===== config.mk =====
export PLATFORM = sky130hd
export DESIGN_NAME = sdl_shift_load
export DESIGN_NICKNAME = d
export VERILOG_FILES = /design/src/sdl_fifo.v /design/src/sdl_shift_load.v
export VERILOG_INCLUDE_DIRS = /design/src
export SDC_FILE = /design/constraint.sdc
export NUM_CORES = 1
export LEC_CHECK = 0
export BUFFER_PORTS_ARGS = -buffer_cell sky130_fd_sc_hd__buf_4
export CAP_MARGIN = 30
export CORE_MARGIN = 2
export CORE_UTILIZATION = 30
export CTS_BUF_LIST = sky130_fd_sc_hd__clkbuf_4
export DETAILED_ROUTE_END_ITERATION = 10
export MAX_ROUTING_LAYER = met4
export PLACE_DENSITY_LB_ADDON = 0.3
export SYNTH_ARGS = -nofsm -noshare
export SYNTH_HDL_FRONTEND = slang
export SYNTH_SLANG_ARGS = --single-unit

===== constraint.sdc =====
create_clock -name sys_clk -period 4.51 [get_ports sys_clk]
set_clock_uncertainty 0.15 [all_clocks]
set_input_delay 0 -clock sys_clk [delete_from_list [all_inputs] [get_ports sys_clk]]
set_output_delay 0 -clock sys_clk [all_outputs]
set_load 0.01 [all_outputs]

===== src/sdl_consts.vh =====
/*
  Constants for the serial converter shift and load logic.
  Assumes it is included by bare name from the design files.
*/
`ifndef SDL_CONSTS_VH
`define SDL_CONSTS_VH
`define SDL_WORD_W 12
`define SDL_WORD_MSB 11
`define SDL_CODE_ZERO 12'h000
`define SDL_SYNC_W 3
// Idle level of each synchronised pin: inverted strobe, both loads and clear rest high.
`define SDL_PIN_IDLE 8'h78
`define SDL_FIFO_DEPTH 16
`define SDL_FIFO_AW 4
`define SDL_BIT_CNT_ZERO 4'h0
`define SDL_BIT_CNT_LAST 4'hB
`endif


===== src/sdl_fifo.v =====
/*
  Parameterised first-in first-out buffer with valid and ready on both sides.
  Assumes one clock and a synchronous active-high reset.
*/
`timescale 1ns/1ps
`include "sdl_consts.vh"
module sdl_fifo #(
  parameter WIDTH = 12,
  parameter DEPTH = 16,
  parameter AW = 4
) (
  // Clock and reset.
  input wire sys_clk,
  input wire reset,
  // Fill side.
  input wire inValid,
  output wire inReady,
  input wire [WIDTH-1:0] inData,
  // Drain side.
  output wire outValid,
  input wire outReady,
  output wire [WIDTH-1:0] outData
);
  reg [WIDTH-1:0] mem [0:DEPTH-1];
  reg [AW:0] wrPtr_q;
  reg [AW:0] rdPtr_q;
  wire empty;
  wire full;
  assign empty = (wrPtr_q == rdPtr_q);
  assign full = (wrPtr_q[AW-1:0] == rdPtr_q[AW-1:0]) && (wrPtr_q[AW] != rdPtr_q[AW]);
  assign inReady = !full;
  assign outValid = !empty;
  assign outData = mem[rdPtr_q[AW-1:0]];
  always @(posedge sys_clk)
  begin
    if (reset)
    begin
      wrPtr_q <= {(AW+1){1'b0}};
      rdPtr_q <= {(AW+1){1'b0}};
    end
    else
    begin
      if (inValid && !full)
      begin
        mem[wrPtr_q[AW-1:0]] <= inData;
        wrPtr_q <= wrPtr_q + 1'b1;
      end
      if (outReady && !empty)
        rdPtr_q <= rdPtr_q + 1'b1;
    end
  end
endmodule // sdl_fifo


===== src/sdl_shift_load.v =====
/*
  Shift and load logic of a 12-bit serial-input converter with daisy-chain output.
  Assumes all strobe, load and clear pins are asynchronous to sys_clk and
  that strobes are slow (link period 160 ns) compared with the 20 ns clock.
*/
// Behaviour
// - A rising edge on any rising strobe shifts one bit in and advances the chain output.
// - A falling edge on the inverted strobe shifts one bit just like a rising strobe edge.
// - The chain output shows the bit that entered twelve shifts earlier.
// - A strobe held at its blocking level stops all shifting on the other strobes.
// - A bit shifts only when one strobe edges while the others sit at their idle levels.
// - Words travel most significant bit first both in and out.
// - Once a word is in, asserting both loads copies the input register to the code register.
// - Both loads are active low and copy only while both are low and clear is high.
// - With either load high and clear inactive the code register holds.
// - Clear low forces the code register to zero regardless of strobes.
// - Clear leaves the input register and the chain output alone.
// - Clear wins over loading.
`timescale 1ns/1ps
`include "sdl_consts.vh"
module sdl_shift_load (
  // Clock and reset.
  input wire sys_clk,
  input wire reset,
  // Strobe pins.
  input wire shift_strobe_rise_a,
  input wire shift_strobe_rise_b,
  input wire shift_strobe_rise_c,
  input wire shift_strobe_fall_n,
  // Serial data.
  input wire serial_word_in,
  output wire serial_chain_out,
  // Load and clear pins.
  input wire load_enable_a_n,
  input wire load_enable_b_n,
  input wire clear_code_n,
  // Code to the converter core.
  output wire [11:0] converterCode,
  // Stream of codes taken into the code register.
  output wire codeValid,
  input wire codeReady,
  output wire [11:0] codeData,
  output wire codeOverflow
);
  // ==========================================================
  // Pin synchronisers
  // ==========================================================
  // Each pin passes three flops; a change counts once stages two and three agree.
  wire [7:0] pinRaw;
  reg [7:0] pinS1_q;
  reg [7:0] pinS2_q;
  reg [7:0] pinS3_q;
  reg [7:0] pinLvl_q;
  reg [7:0] pinLvlPrev_q;
  assign pinRaw = {serial_word_in, clear_code_n, load_enable_b_n, load_enable_a_n,
                   shift_strobe_fall_n, shift_strobe_rise_c, shift_strobe_rise_b, shift_strobe_rise_a};
  genvar gi;
  generate
    for (gi = 0; gi < 8; gi = gi + 1)
    begin : gSync
      // Every stage starts at the pin's idle level, so releasing reset never fakes an edge or a clear.
      wire [7:0] pinIdle = `SDL_PIN_IDLE;
      always @(posedge sys_clk)
      begin
        if (reset)
        begin
          pinS1_q[gi] <= pinIdle[gi];
          pinS2_q[gi] <= pinIdle[gi];
          pinS3_q[gi] <= pinIdle[gi];
          pinLvl_q[gi] <= pinIdle[gi];
          pinLvlPrev_q[gi] <= pinIdle[gi];
        end
        else
        begin
          pinS1_q[gi] <= pinRaw[gi];
          pinS2_q[gi] <= pinS1_q[gi];
          pinS3_q[gi] <= pinS2_q[gi];
          if (pinS2_q[gi] == pinS3_q[gi])
            pinLvl_q[gi] <= pinS3_q[gi];
          pinLvlPrev_q[gi] <= pinLvl_q[gi];
        end
      end
    end
  endgenerate

  wire riseA = pinLvl_q[0];
  wire riseB = pinLvl_q[1];
  wire riseC = pinLvl_q[2];
  wire fallN = pinLvl_q[3];
  wire loadAn = pinLvl_q[4];
  wire loadBn = pinLvl_q[5];
  wire clearN = pinLvl_q[6];
  wire dataIn = pinLvl_q[7];

  // ==========================================================
  // Strobe qualification
  // ==========================================================
  // rising edges found, and the falling edge of the inverted strobe
  wire edgeA = riseA && !pinLvlPrev_q[0];
  wire edgeB = riseB && !pinLvlPrev_q[1];
  wire edgeC = riseC && !pinLvlPrev_q[2];
  wire edgeN = !fallN && pinLvlPrev_q[3];
  // others must idle before the edge
  wire shiftEn = (edgeA && !pinLvlPrev_q[1] && !pinLvlPrev_q[2] && pinLvlPrev_q[3] && !riseB && !riseC && fallN)
              || (edgeB && !pinLvlPrev_q[0] && !pinLvlPrev_q[2] && pinLvlPrev_q[3] && !riseA && !riseC && fallN)
              || (edgeC && !pinLvlPrev_q[0] && !pinLvlPrev_q[1] && pinLvlPrev_q[3] && !riseA && !riseB && fallN)
              || (edgeN && !pinLvlPrev_q[0] && !pinLvlPrev_q[1] && !pinLvlPrev_q[2] && !riseA && !riseB && !riseC);

  // ==========================================================
  // Input shift register
  // ==========================================================
  reg [11:0] shiftReg_q;
  reg [3:0] bitCnt_q;
  wire [11:0] shiftReg_d = {shiftReg_q[`SDL_WORD_MSB-1:0], dataIn};
  always @(posedge sys_clk)
  begin
    if (reset)
    begin
      shiftReg_q <= `SDL_CODE_ZERO;
      bitCnt_q <= `SDL_BIT_CNT_ZERO;
    end
    else if (shiftEn)
    begin
      shiftReg_q <= shiftReg_d;
      bitCnt_q <= (bitCnt_q == `SDL_BIT_CNT_LAST) ? `SDL_BIT_CNT_ZERO : bitCnt_q + 4'h1;
    end
  end
  assign serial_chain_out = shiftReg_q[`SDL_WORD_MSB];

  // ==========================================================
  // Code register and load stream
  // ==========================================================
  // Clear is sampled, so it acts within the synchroniser delay rather than instantly.
  reg [11:0] code_q;
  reg loadSeen_q;
  reg overflow_q;
  wire fifoInReady;
  wire loadNow = !loadAn && !loadBn && clearN;
  always @(posedge sys_clk)
  begin
    if (reset)
    begin
      code_q <= `SDL_CODE_ZERO;
      loadSeen_q <= 1'b0;
      overflow_q <= 1'b0;
    end
    else if (!clearN)
    begin
      code_q <= `SDL_CODE_ZERO;
      loadSeen_q <= 1'b0;
    end
    else if (loadNow)
    begin
      code_q <= shiftReg_q;
      loadSeen_q <= 1'b1;
      if (!loadSeen_q && !fifoInReady)
        overflow_q <= 1'b1;
    end
    else
      loadSeen_q <= 1'b0;
  end
  assign converterCode = code_q;
  assign codeOverflow = overflow_q;

  // One entry per load assertion; a full buffer drops the entry and flags overflow.
  sdl_fifo #(
    .WIDTH(`SDL_WORD_W),
    .DEPTH(`SDL_FIFO_DEPTH),
    .AW(`SDL_FIFO_AW)
  ) uFifo (
    .sys_clk(sys_clk),
    .reset(reset),
    .inValid(loadNow && !loadSeen_q),
    .inReady(fifoInReady),
    .inData(shiftReg_q),
    .outValid(codeValid),
    .outReady(codeReady),
    .outData(codeData)
  );
endmodule // sdl_shift_load


==> results of run 1 <==
## synth_stat cells (all sizes together), types with 2 or more instances
| cell | instances |
|---|---|
| o21ai | 22 |
| or2 | 13 |
| nand2 | 41 |
| nand3 | 12 |
| mux2 | 8 |
| and4 | 2 |
| nor2 | 15 |
| buf | 14 |
| clkbuf | 17 |
| inv | 4 |
| mux4 | 60 |
| a21oi | 37 |
| nand4 | 5 |
| nor2b | 21 |
| nor4 | 8 |
| xnor2 | 6 |
| a21boi | 2 |
| dfxtp | 76 |
| edfxtp | 192 |
| nor4b | 2 |
| ha | 5 |
| nor3 | 8 |
## how the worst min path moves through the flow
stage                         from    endpoint  slack (ps)  cells after the start
4_1_cts                      reset  pinS2_q[7]         240                      3
3_3_place_gp       load_enable_a_n  pinS1_q[4]          40                      2
5_1_grt                  codeReady   flip-flop         250                      4
2_1_floorplan  shift_strobe_fall_n  pinS1_q[3]         -50                      1
6_report                pinS1_q[4]  pinS2_q[4]         260                      1
3_5_place_dp       load_enable_a_n  pinS1_q[4]          40                      2
## worst max-delay path, stage by stage (launching register included)
cell     delay (ps)
dfxtp_2         670
buf_4           500
mux4_2          400
mux4_2          500
buf_4           160
## metrics by stage
stage | area, um2 | setup slack (ps) | cells
2_1_floorplan | 10100 | 1530 | 584
3_3_place_gp | 11000 | 1790 | 1048
3_5_place_dp | 11000 | 1670 | 1051
4_1_cts | 12200 | 1360 | 1198
5_1_grt | 12200 | 1320 | 1202
6_report | 12200 | 1510 | 1202
## timing repair
| item | CTS | global route |
|---|---|---|
| hold endpoints to repair | 60 | 0 |
| hold buffers | 27 | 0 |
| setup endpoints to repair | 0 | 0 |
## cell type report
| cell class | count | area share (%) |
|---|---|---|
| Multi-Input combinational cell | 281 | 22.4 |
| Inverter | 4 | 0.123 |
| Clock buffer | 102 | 6.26 |
| Tap cell | 448 | 4.58 |
| Clock inverter | 18 | 1.06 |
| Timing Repair Buffer | 81 | 5.91 |
| Sequential cell | 268 | 59.6 |
## routing by layer
metal  GRT usage (%)  up-vias  part of all wire [%]
li1                -     2566                     -
met1            16.4     2767                    45
met2            19.7      164                    48
met3            3.13       41                   5.1
met4            4.48        0                   1.5
met5               -        -                     0
## power by group through the flow
stage | Combinational [mW] | Sequential, mW | Clock, mW
CTS | 0.0469 | 2.61 | 2.17
global route | 0.0518 | 2.61 | 2.30
global placement | 0.0285 | 2.67 | 0
floorplan | 0.0196 | 2.67 | 0
finish | 0.0475 | 2.61 | 2.09
detailed placement | 0.0297 | 2.67 | 0
## logic make-up (layout without fill, tap and decap cells)
| group | after synthesis | in the layout |
|---|---|---|
| flops | 268 | 268 |
| simple gates | 132 | 132 |
| mux | 69 | 69 |
| compound gates | 68 | 68 |
| buf+inv | 35 | 205 |
| xor+xnor | 7 | 7 |
| fa+ha+maj | 5 | 5 |
## registers in the layout, summed over array words and instances, names as in the netlist, named ones only
register       flops
uFifo.mem        192
converterCode     12
shiftReg_q        12
pinS1_q            8
pinS2_q            8
pinS3_q            8
uFifo.rdPtr_q      5
uFifo.wrPtr_q      5
pinLvlPrev_q       4
clearN             1
codeOverflow       1
dataIn             1
fallN              1
loadAn             1
loadBn             1
loadSeen_q         1
riseA              1
riseB              1
riseC              1
==> summary.md, run 1 <==
| Metric | Value |
|---|---|
| WL/cell | ~18 um |
| Final Util | roughly 37% |
| Total GRT Usage | approximately an eighth |
| CP endpoint | codeData[3] |
| Net count, final | slightly above 700 |
| Final period util | 66.5% |
| Pwr/cell area | around 390 nW/um2 |
| Switch Pwr | 964 uW |
| Slew Viols, Final | 0 |
| Simple-Gate Fraction of Synth Area | under 10% |
| Synth area leader | edfxtp_1 |
| # rows | 67 |
| Core Region | 33400 um2 |
| Antenna viol nets, final | 0 |
| Setup crit start kind | flip-flop |
| Async SR Flop Fraction | 0% |
| Fillers | ~3200 |
| Adder-cell share of the synthesized area | less than 1% |
| Syn_nets | 600 |
| Post-synthesis xor/xnor area fraction | 0.607% |
| Reg2reg end | uFifo.mem[14][10] |
| Die Y | approximately 190 um |
| Vias in the first global route | approximately 6000 |
| Yosys warnings | 0 |
| Layout cells sized above 1 | a little over a third |
| Pleak | 3.98 nW |
| DRT Wirelength | roughly 21 mm |
| Mapped cell area | between 10000 and 15000 um2 |
| Initial antenna violation count | 1 |
| Multi-input combinational cell area | between 2000 and 3000 um2 |
| Synth-to-Final Area Change | 21.0% |
| Setup violations, final | 0 |
| CTS buffer count | 71 |
| Syn_area_per_cell | between 15 and 20 um2 |
| Register area | roughly 7300 um2 |
| CTS tree | yes |
| Largest net degree at the start of global routing | 65 |
| GP Congestion | 0.742 |
| Commonest non-fill, non-tap cells in the layout | 192 x edfxtp_1, 103 x clkbuf_4, 74 x dfxtp_1, 59 x mux4_2, 47 x buf_4 |
| Combinational Power Share | about 1% |
| RSZ-0062 raised after global routing | false |
| Tot Pwr | 4.75 mW |
| Sw frac | around a fifth |
| Worst-Skew Late Latency | 630 ps |
| Syn Inst Count | about 580 |
| CP required | 4360 ps |
| Post-synthesis mux area share | 14.4% |
| Slew HR | ~30% |
| Worst R2R Start | uFifo.wrPtr_q[3] |
| Worst Path Arrival | about 2900 ps |
| Crit. End Element | output port |
| Max Cap Viol | 0 |
| Post_cts resized | 0 |
| Critical setup path kind | reg2out |
| Worst hold margin | ~260 ps |
| CTS max path bufs | 3 |
| Status | complete, no violations |
| Clock power share | ~44% |
| Crit Path Max Fanout | 29 |
| Clock Pin Slew Worst Setup and Hold Paths | ~60 ps |
| Seq/Total Area, Yosys | a little over 70% |
| Via count | between 5000 and 6000 |
| Grt ovf | 0 |
| Setup total negative slack | 0 ps |
| Compound-Gate Fraction of Synth Area | between 3 and 4% |
| Synth unique cells | 43 |
| Most common cell after layout, fill and taps aside | edfxtp_1 |
| Seq cells post-synth | between 200 and 300 |
| DIE WIDTH | around 190 um |
| DR vias/cell | 4.61 |
| I/O pins | 38 |
| First-pass GRT wire length | roughly 34 mm |
| Worst Tran Pin Value | between 1000 and 1500 ps |
| Achievable clock frequency | about 330 MHz |
| Number of synthesized flops with an enable pin | 192 |
| Setup Buffers After CTS | 0 |
| Final hold violations | 0 |
| Synth Flop Type | edfxtp_1 |
| Post-synth top area share | 57.1% |
| HP Class | reg2reg |
| CTS H-tree lvls | 3 |
| Top cells by area, synth | edfxtp_1 57%, dfxtp_1 15%, mux4_2 13% |
| Tmin final | 3000 ps |
| Peak VDD IR | ~180 uV |
| DRT Pass-1 Iters | 4 |
| CTS root buf | clkbuf_4 |
| Diode count | 0 |
| Port Buffers | 37 |
| Flop pwr share | a little under three fifths |
| Worst-case reg-to-reg path depth | 5 |
| Internal | 3.79 mW |
| Flop2flop setup slack | 1710 ps |
| DRC | 0 |
| Hpwl dp | 12.9 mm |
| Initial Util | between 30% and 40% |
| Iteration-0 DRC Markers | 282 |
| Largest family of logic cells by synthesized area | multiplexers |
| Clk sinks | 268 |
| Die area | 35200 um2 |
No activity file was read; power rests on OpenSTA's default activity.
==> run 2, diff against run 1 <==
Clock period 4.51 ns to 2.7 ns, I/O delays scaled along.
==> run 2 against run 1 <==
Global-route usage grew 0.33 points. Die area is the same. Sequential share of layout area shrank 0.58 points.
==> summary.md, run 2 (synthesis results as in run 1) <==
| Metric | Value |
|---|---|
| Multi-input combinational cell area | about 2700 um2 |
| WL/cell | about 18 um |
| RSZ-0062 raised after global routing | true |
| Setup total negative slack | 0 ps |
| HP Class | reg2reg |
| Clk sinks | around 270 |
| CTS max path bufs | 3 |
| Grt ovf | 0 |
| DRT Pass-1 Iters | 5 |
| Worst hold margin | roughly 250 ps |
| DR vias/cell | 4.71 |
| Final Util | between 30% and 40% |
| CTS buffer count | 70 |
| Hold path depth | 1 |
| Diode count | 0 |
| GP Congestion | about 0.73 |
| Hpwl dp | between 10 and 15 mm |
| Hold EP | pinS2_q[4] |
| Pwr/cell area | around 630 nW/um2 |
| Slew HR | between 30% and 40% |
| Iteration-0 DRC Markers | ~490 |
| Core Region | between 30000 and 40000 um2 |
| GR peak layer | met2 |
| Port Buffers | 37 |
| Final hold violations | 0 |
| CTS H-tree lvls | 3 |
| Worst Path Arrival | roughly 2500 ps |
| Antenna viol nets, final | 0 |
| Setup violations, final | 0 |
| DIE WIDTH | between 150 and 200 um |
| Met3 Track Usage GR | 3.11% |
| Setup crit start kind | flip-flop |
| Worst R2R Start | uFifo.wrPtr_q[2] |
| Commonest non-fill, non-tap cells in the layout | 192 x edfxtp_1, 102 x clkbuf_4, 74 x dfxtp_1, 59 x mux4_2, 55 x buf_4 |
| CTS root buf | clkbuf_4 |
| Crit Path Max Fanout | 6 |
| Reg2reg end | uFifo.mem[2][4] |
| Register area | ~7300 um2 |
| Vias in the first global route | ~6000 |
| Layout cells sized above 1 | a little under two fifths |
| Final period util | a little over nine tenths |
| Initial Util | a little under a third |
| Slew Viols, Final | 0 |
| Hold path startpoint | pinS1_q[4] |
| CP required | 2550 ps |
| Total GRT Usage | between 10% and 20% |
| Clock Pin Slew Worst Setup and Hold Paths | 60 ps |
| Finished Cell Area | 12300 um2 |
| I/O pins | 38 |
| Critical setup path kind | reg2out |
| CTS tree | yes |
| Status | complete, no violations |
| Met1 Usage GRT | approximately 17% |
| Pleak | around 4 nW |
| Worst Tran Pin Value | 1020 ps |
| First-pass GRT wire length | around 34 mm |
| Worst-case reg-to-reg path depth | 6 |
| Largest net degree at the start of global routing | 65 |
| Net count, final | roughly 740 |
| Crit. End Element | output port |
| Die area | ~35000 um2 |
| Most common cell after layout, fill and taps aside | edfxtp_1 |
| DRT Wirelength | roughly 22 mm |
| Achievable clock frequency | between 300 and 400 MHz |
| Tmin final | about 2600 ps |
| Tot Pwr | 7.82 mW |
| DRC | 0 |
| Max reg flops | between 150 and 200 |
| Via count | roughly 5700 |
| Synth-to-Final Area Change | 22.2% |
| DP Area | around 11000 um2 |
| Fillers | 3178 |
| Die Y | 188 um |
| GRT met2 Usage | around 20% |
| Peak VDD IR | about 270 uV |
| Max Cap Viol | 0 |
| Initial antenna violation count | 1 |
| Flop2flop setup slack | 490 ps |
| Worst-Skew Late Latency | around 660 ps |
| # rows | between 60 and 70 |
## run 2: power breakdown
part / total, mW / switching [mW] / internal, mW
Combinational: 0.0782 / 0.0334 / 0.0447
Clock: 3.37 / 1.56 / 1.82
Sequential: 4.37 / 0.00562 / 4.36
Total: 7.82 / 1.59 / 6.22
## run 2: through the flow
step / setup slack, ps / instances
final: 85.2 / 1208
after global routing: -34.6 / 1208
after CTS: -21.1 / 1207
after detailed placement: 488 / 1064
after global placement: 525 / 1064
after floorplan: -278 / 584
## run 2: worst max path at each step
stage,cells past startpoint,to,from
final,5,codeData[10],flip-flop
after CTS,4,codeData[10],flip-flop
after global placement,4,codeData[0],flip-flop
after detailed placement,4,codeData[1],flip-flop
after floorplan,4,uFifo.mem[0][0],uFifo.wrPtr_q[4]
after global routing,4,codeData[0],flip-flop
## run 2: cell type report
type / count / area share [%]
multi-input combinational: 281 / 22.2
sequential: 268 / 59.0
clock buffer: 102 / 6.20
timing repair buffer: 96 / 7.24
tap: 448 / 4.54
inverter: 4 / 0.122
clock inverter: 9 / 0.638
## run 2: timing repair
item	4_1_cts	5_1_grt
endpoints found under the hold margin	60	0
setup endpoints to repair	12	10
hold buffers	26	0
setup buffers	6	1
resized for setup	5	4
## run 2: worst max-delay path, stage by stage, from the launching register on
cell and delay, ps:
dfxtp_4 420, buf_12 140, buf_12 110, mux4_2 480, mux4_2 510, buf_4 170
## run 2: routing by layer
layer / vias to the layer above / share of wire [%]
met1: 2855 / 44
met3: 51 / 6.3
li1: 2586 / -
met2: 201 / 46
met5: - / 0
met4: 0 / 3.1
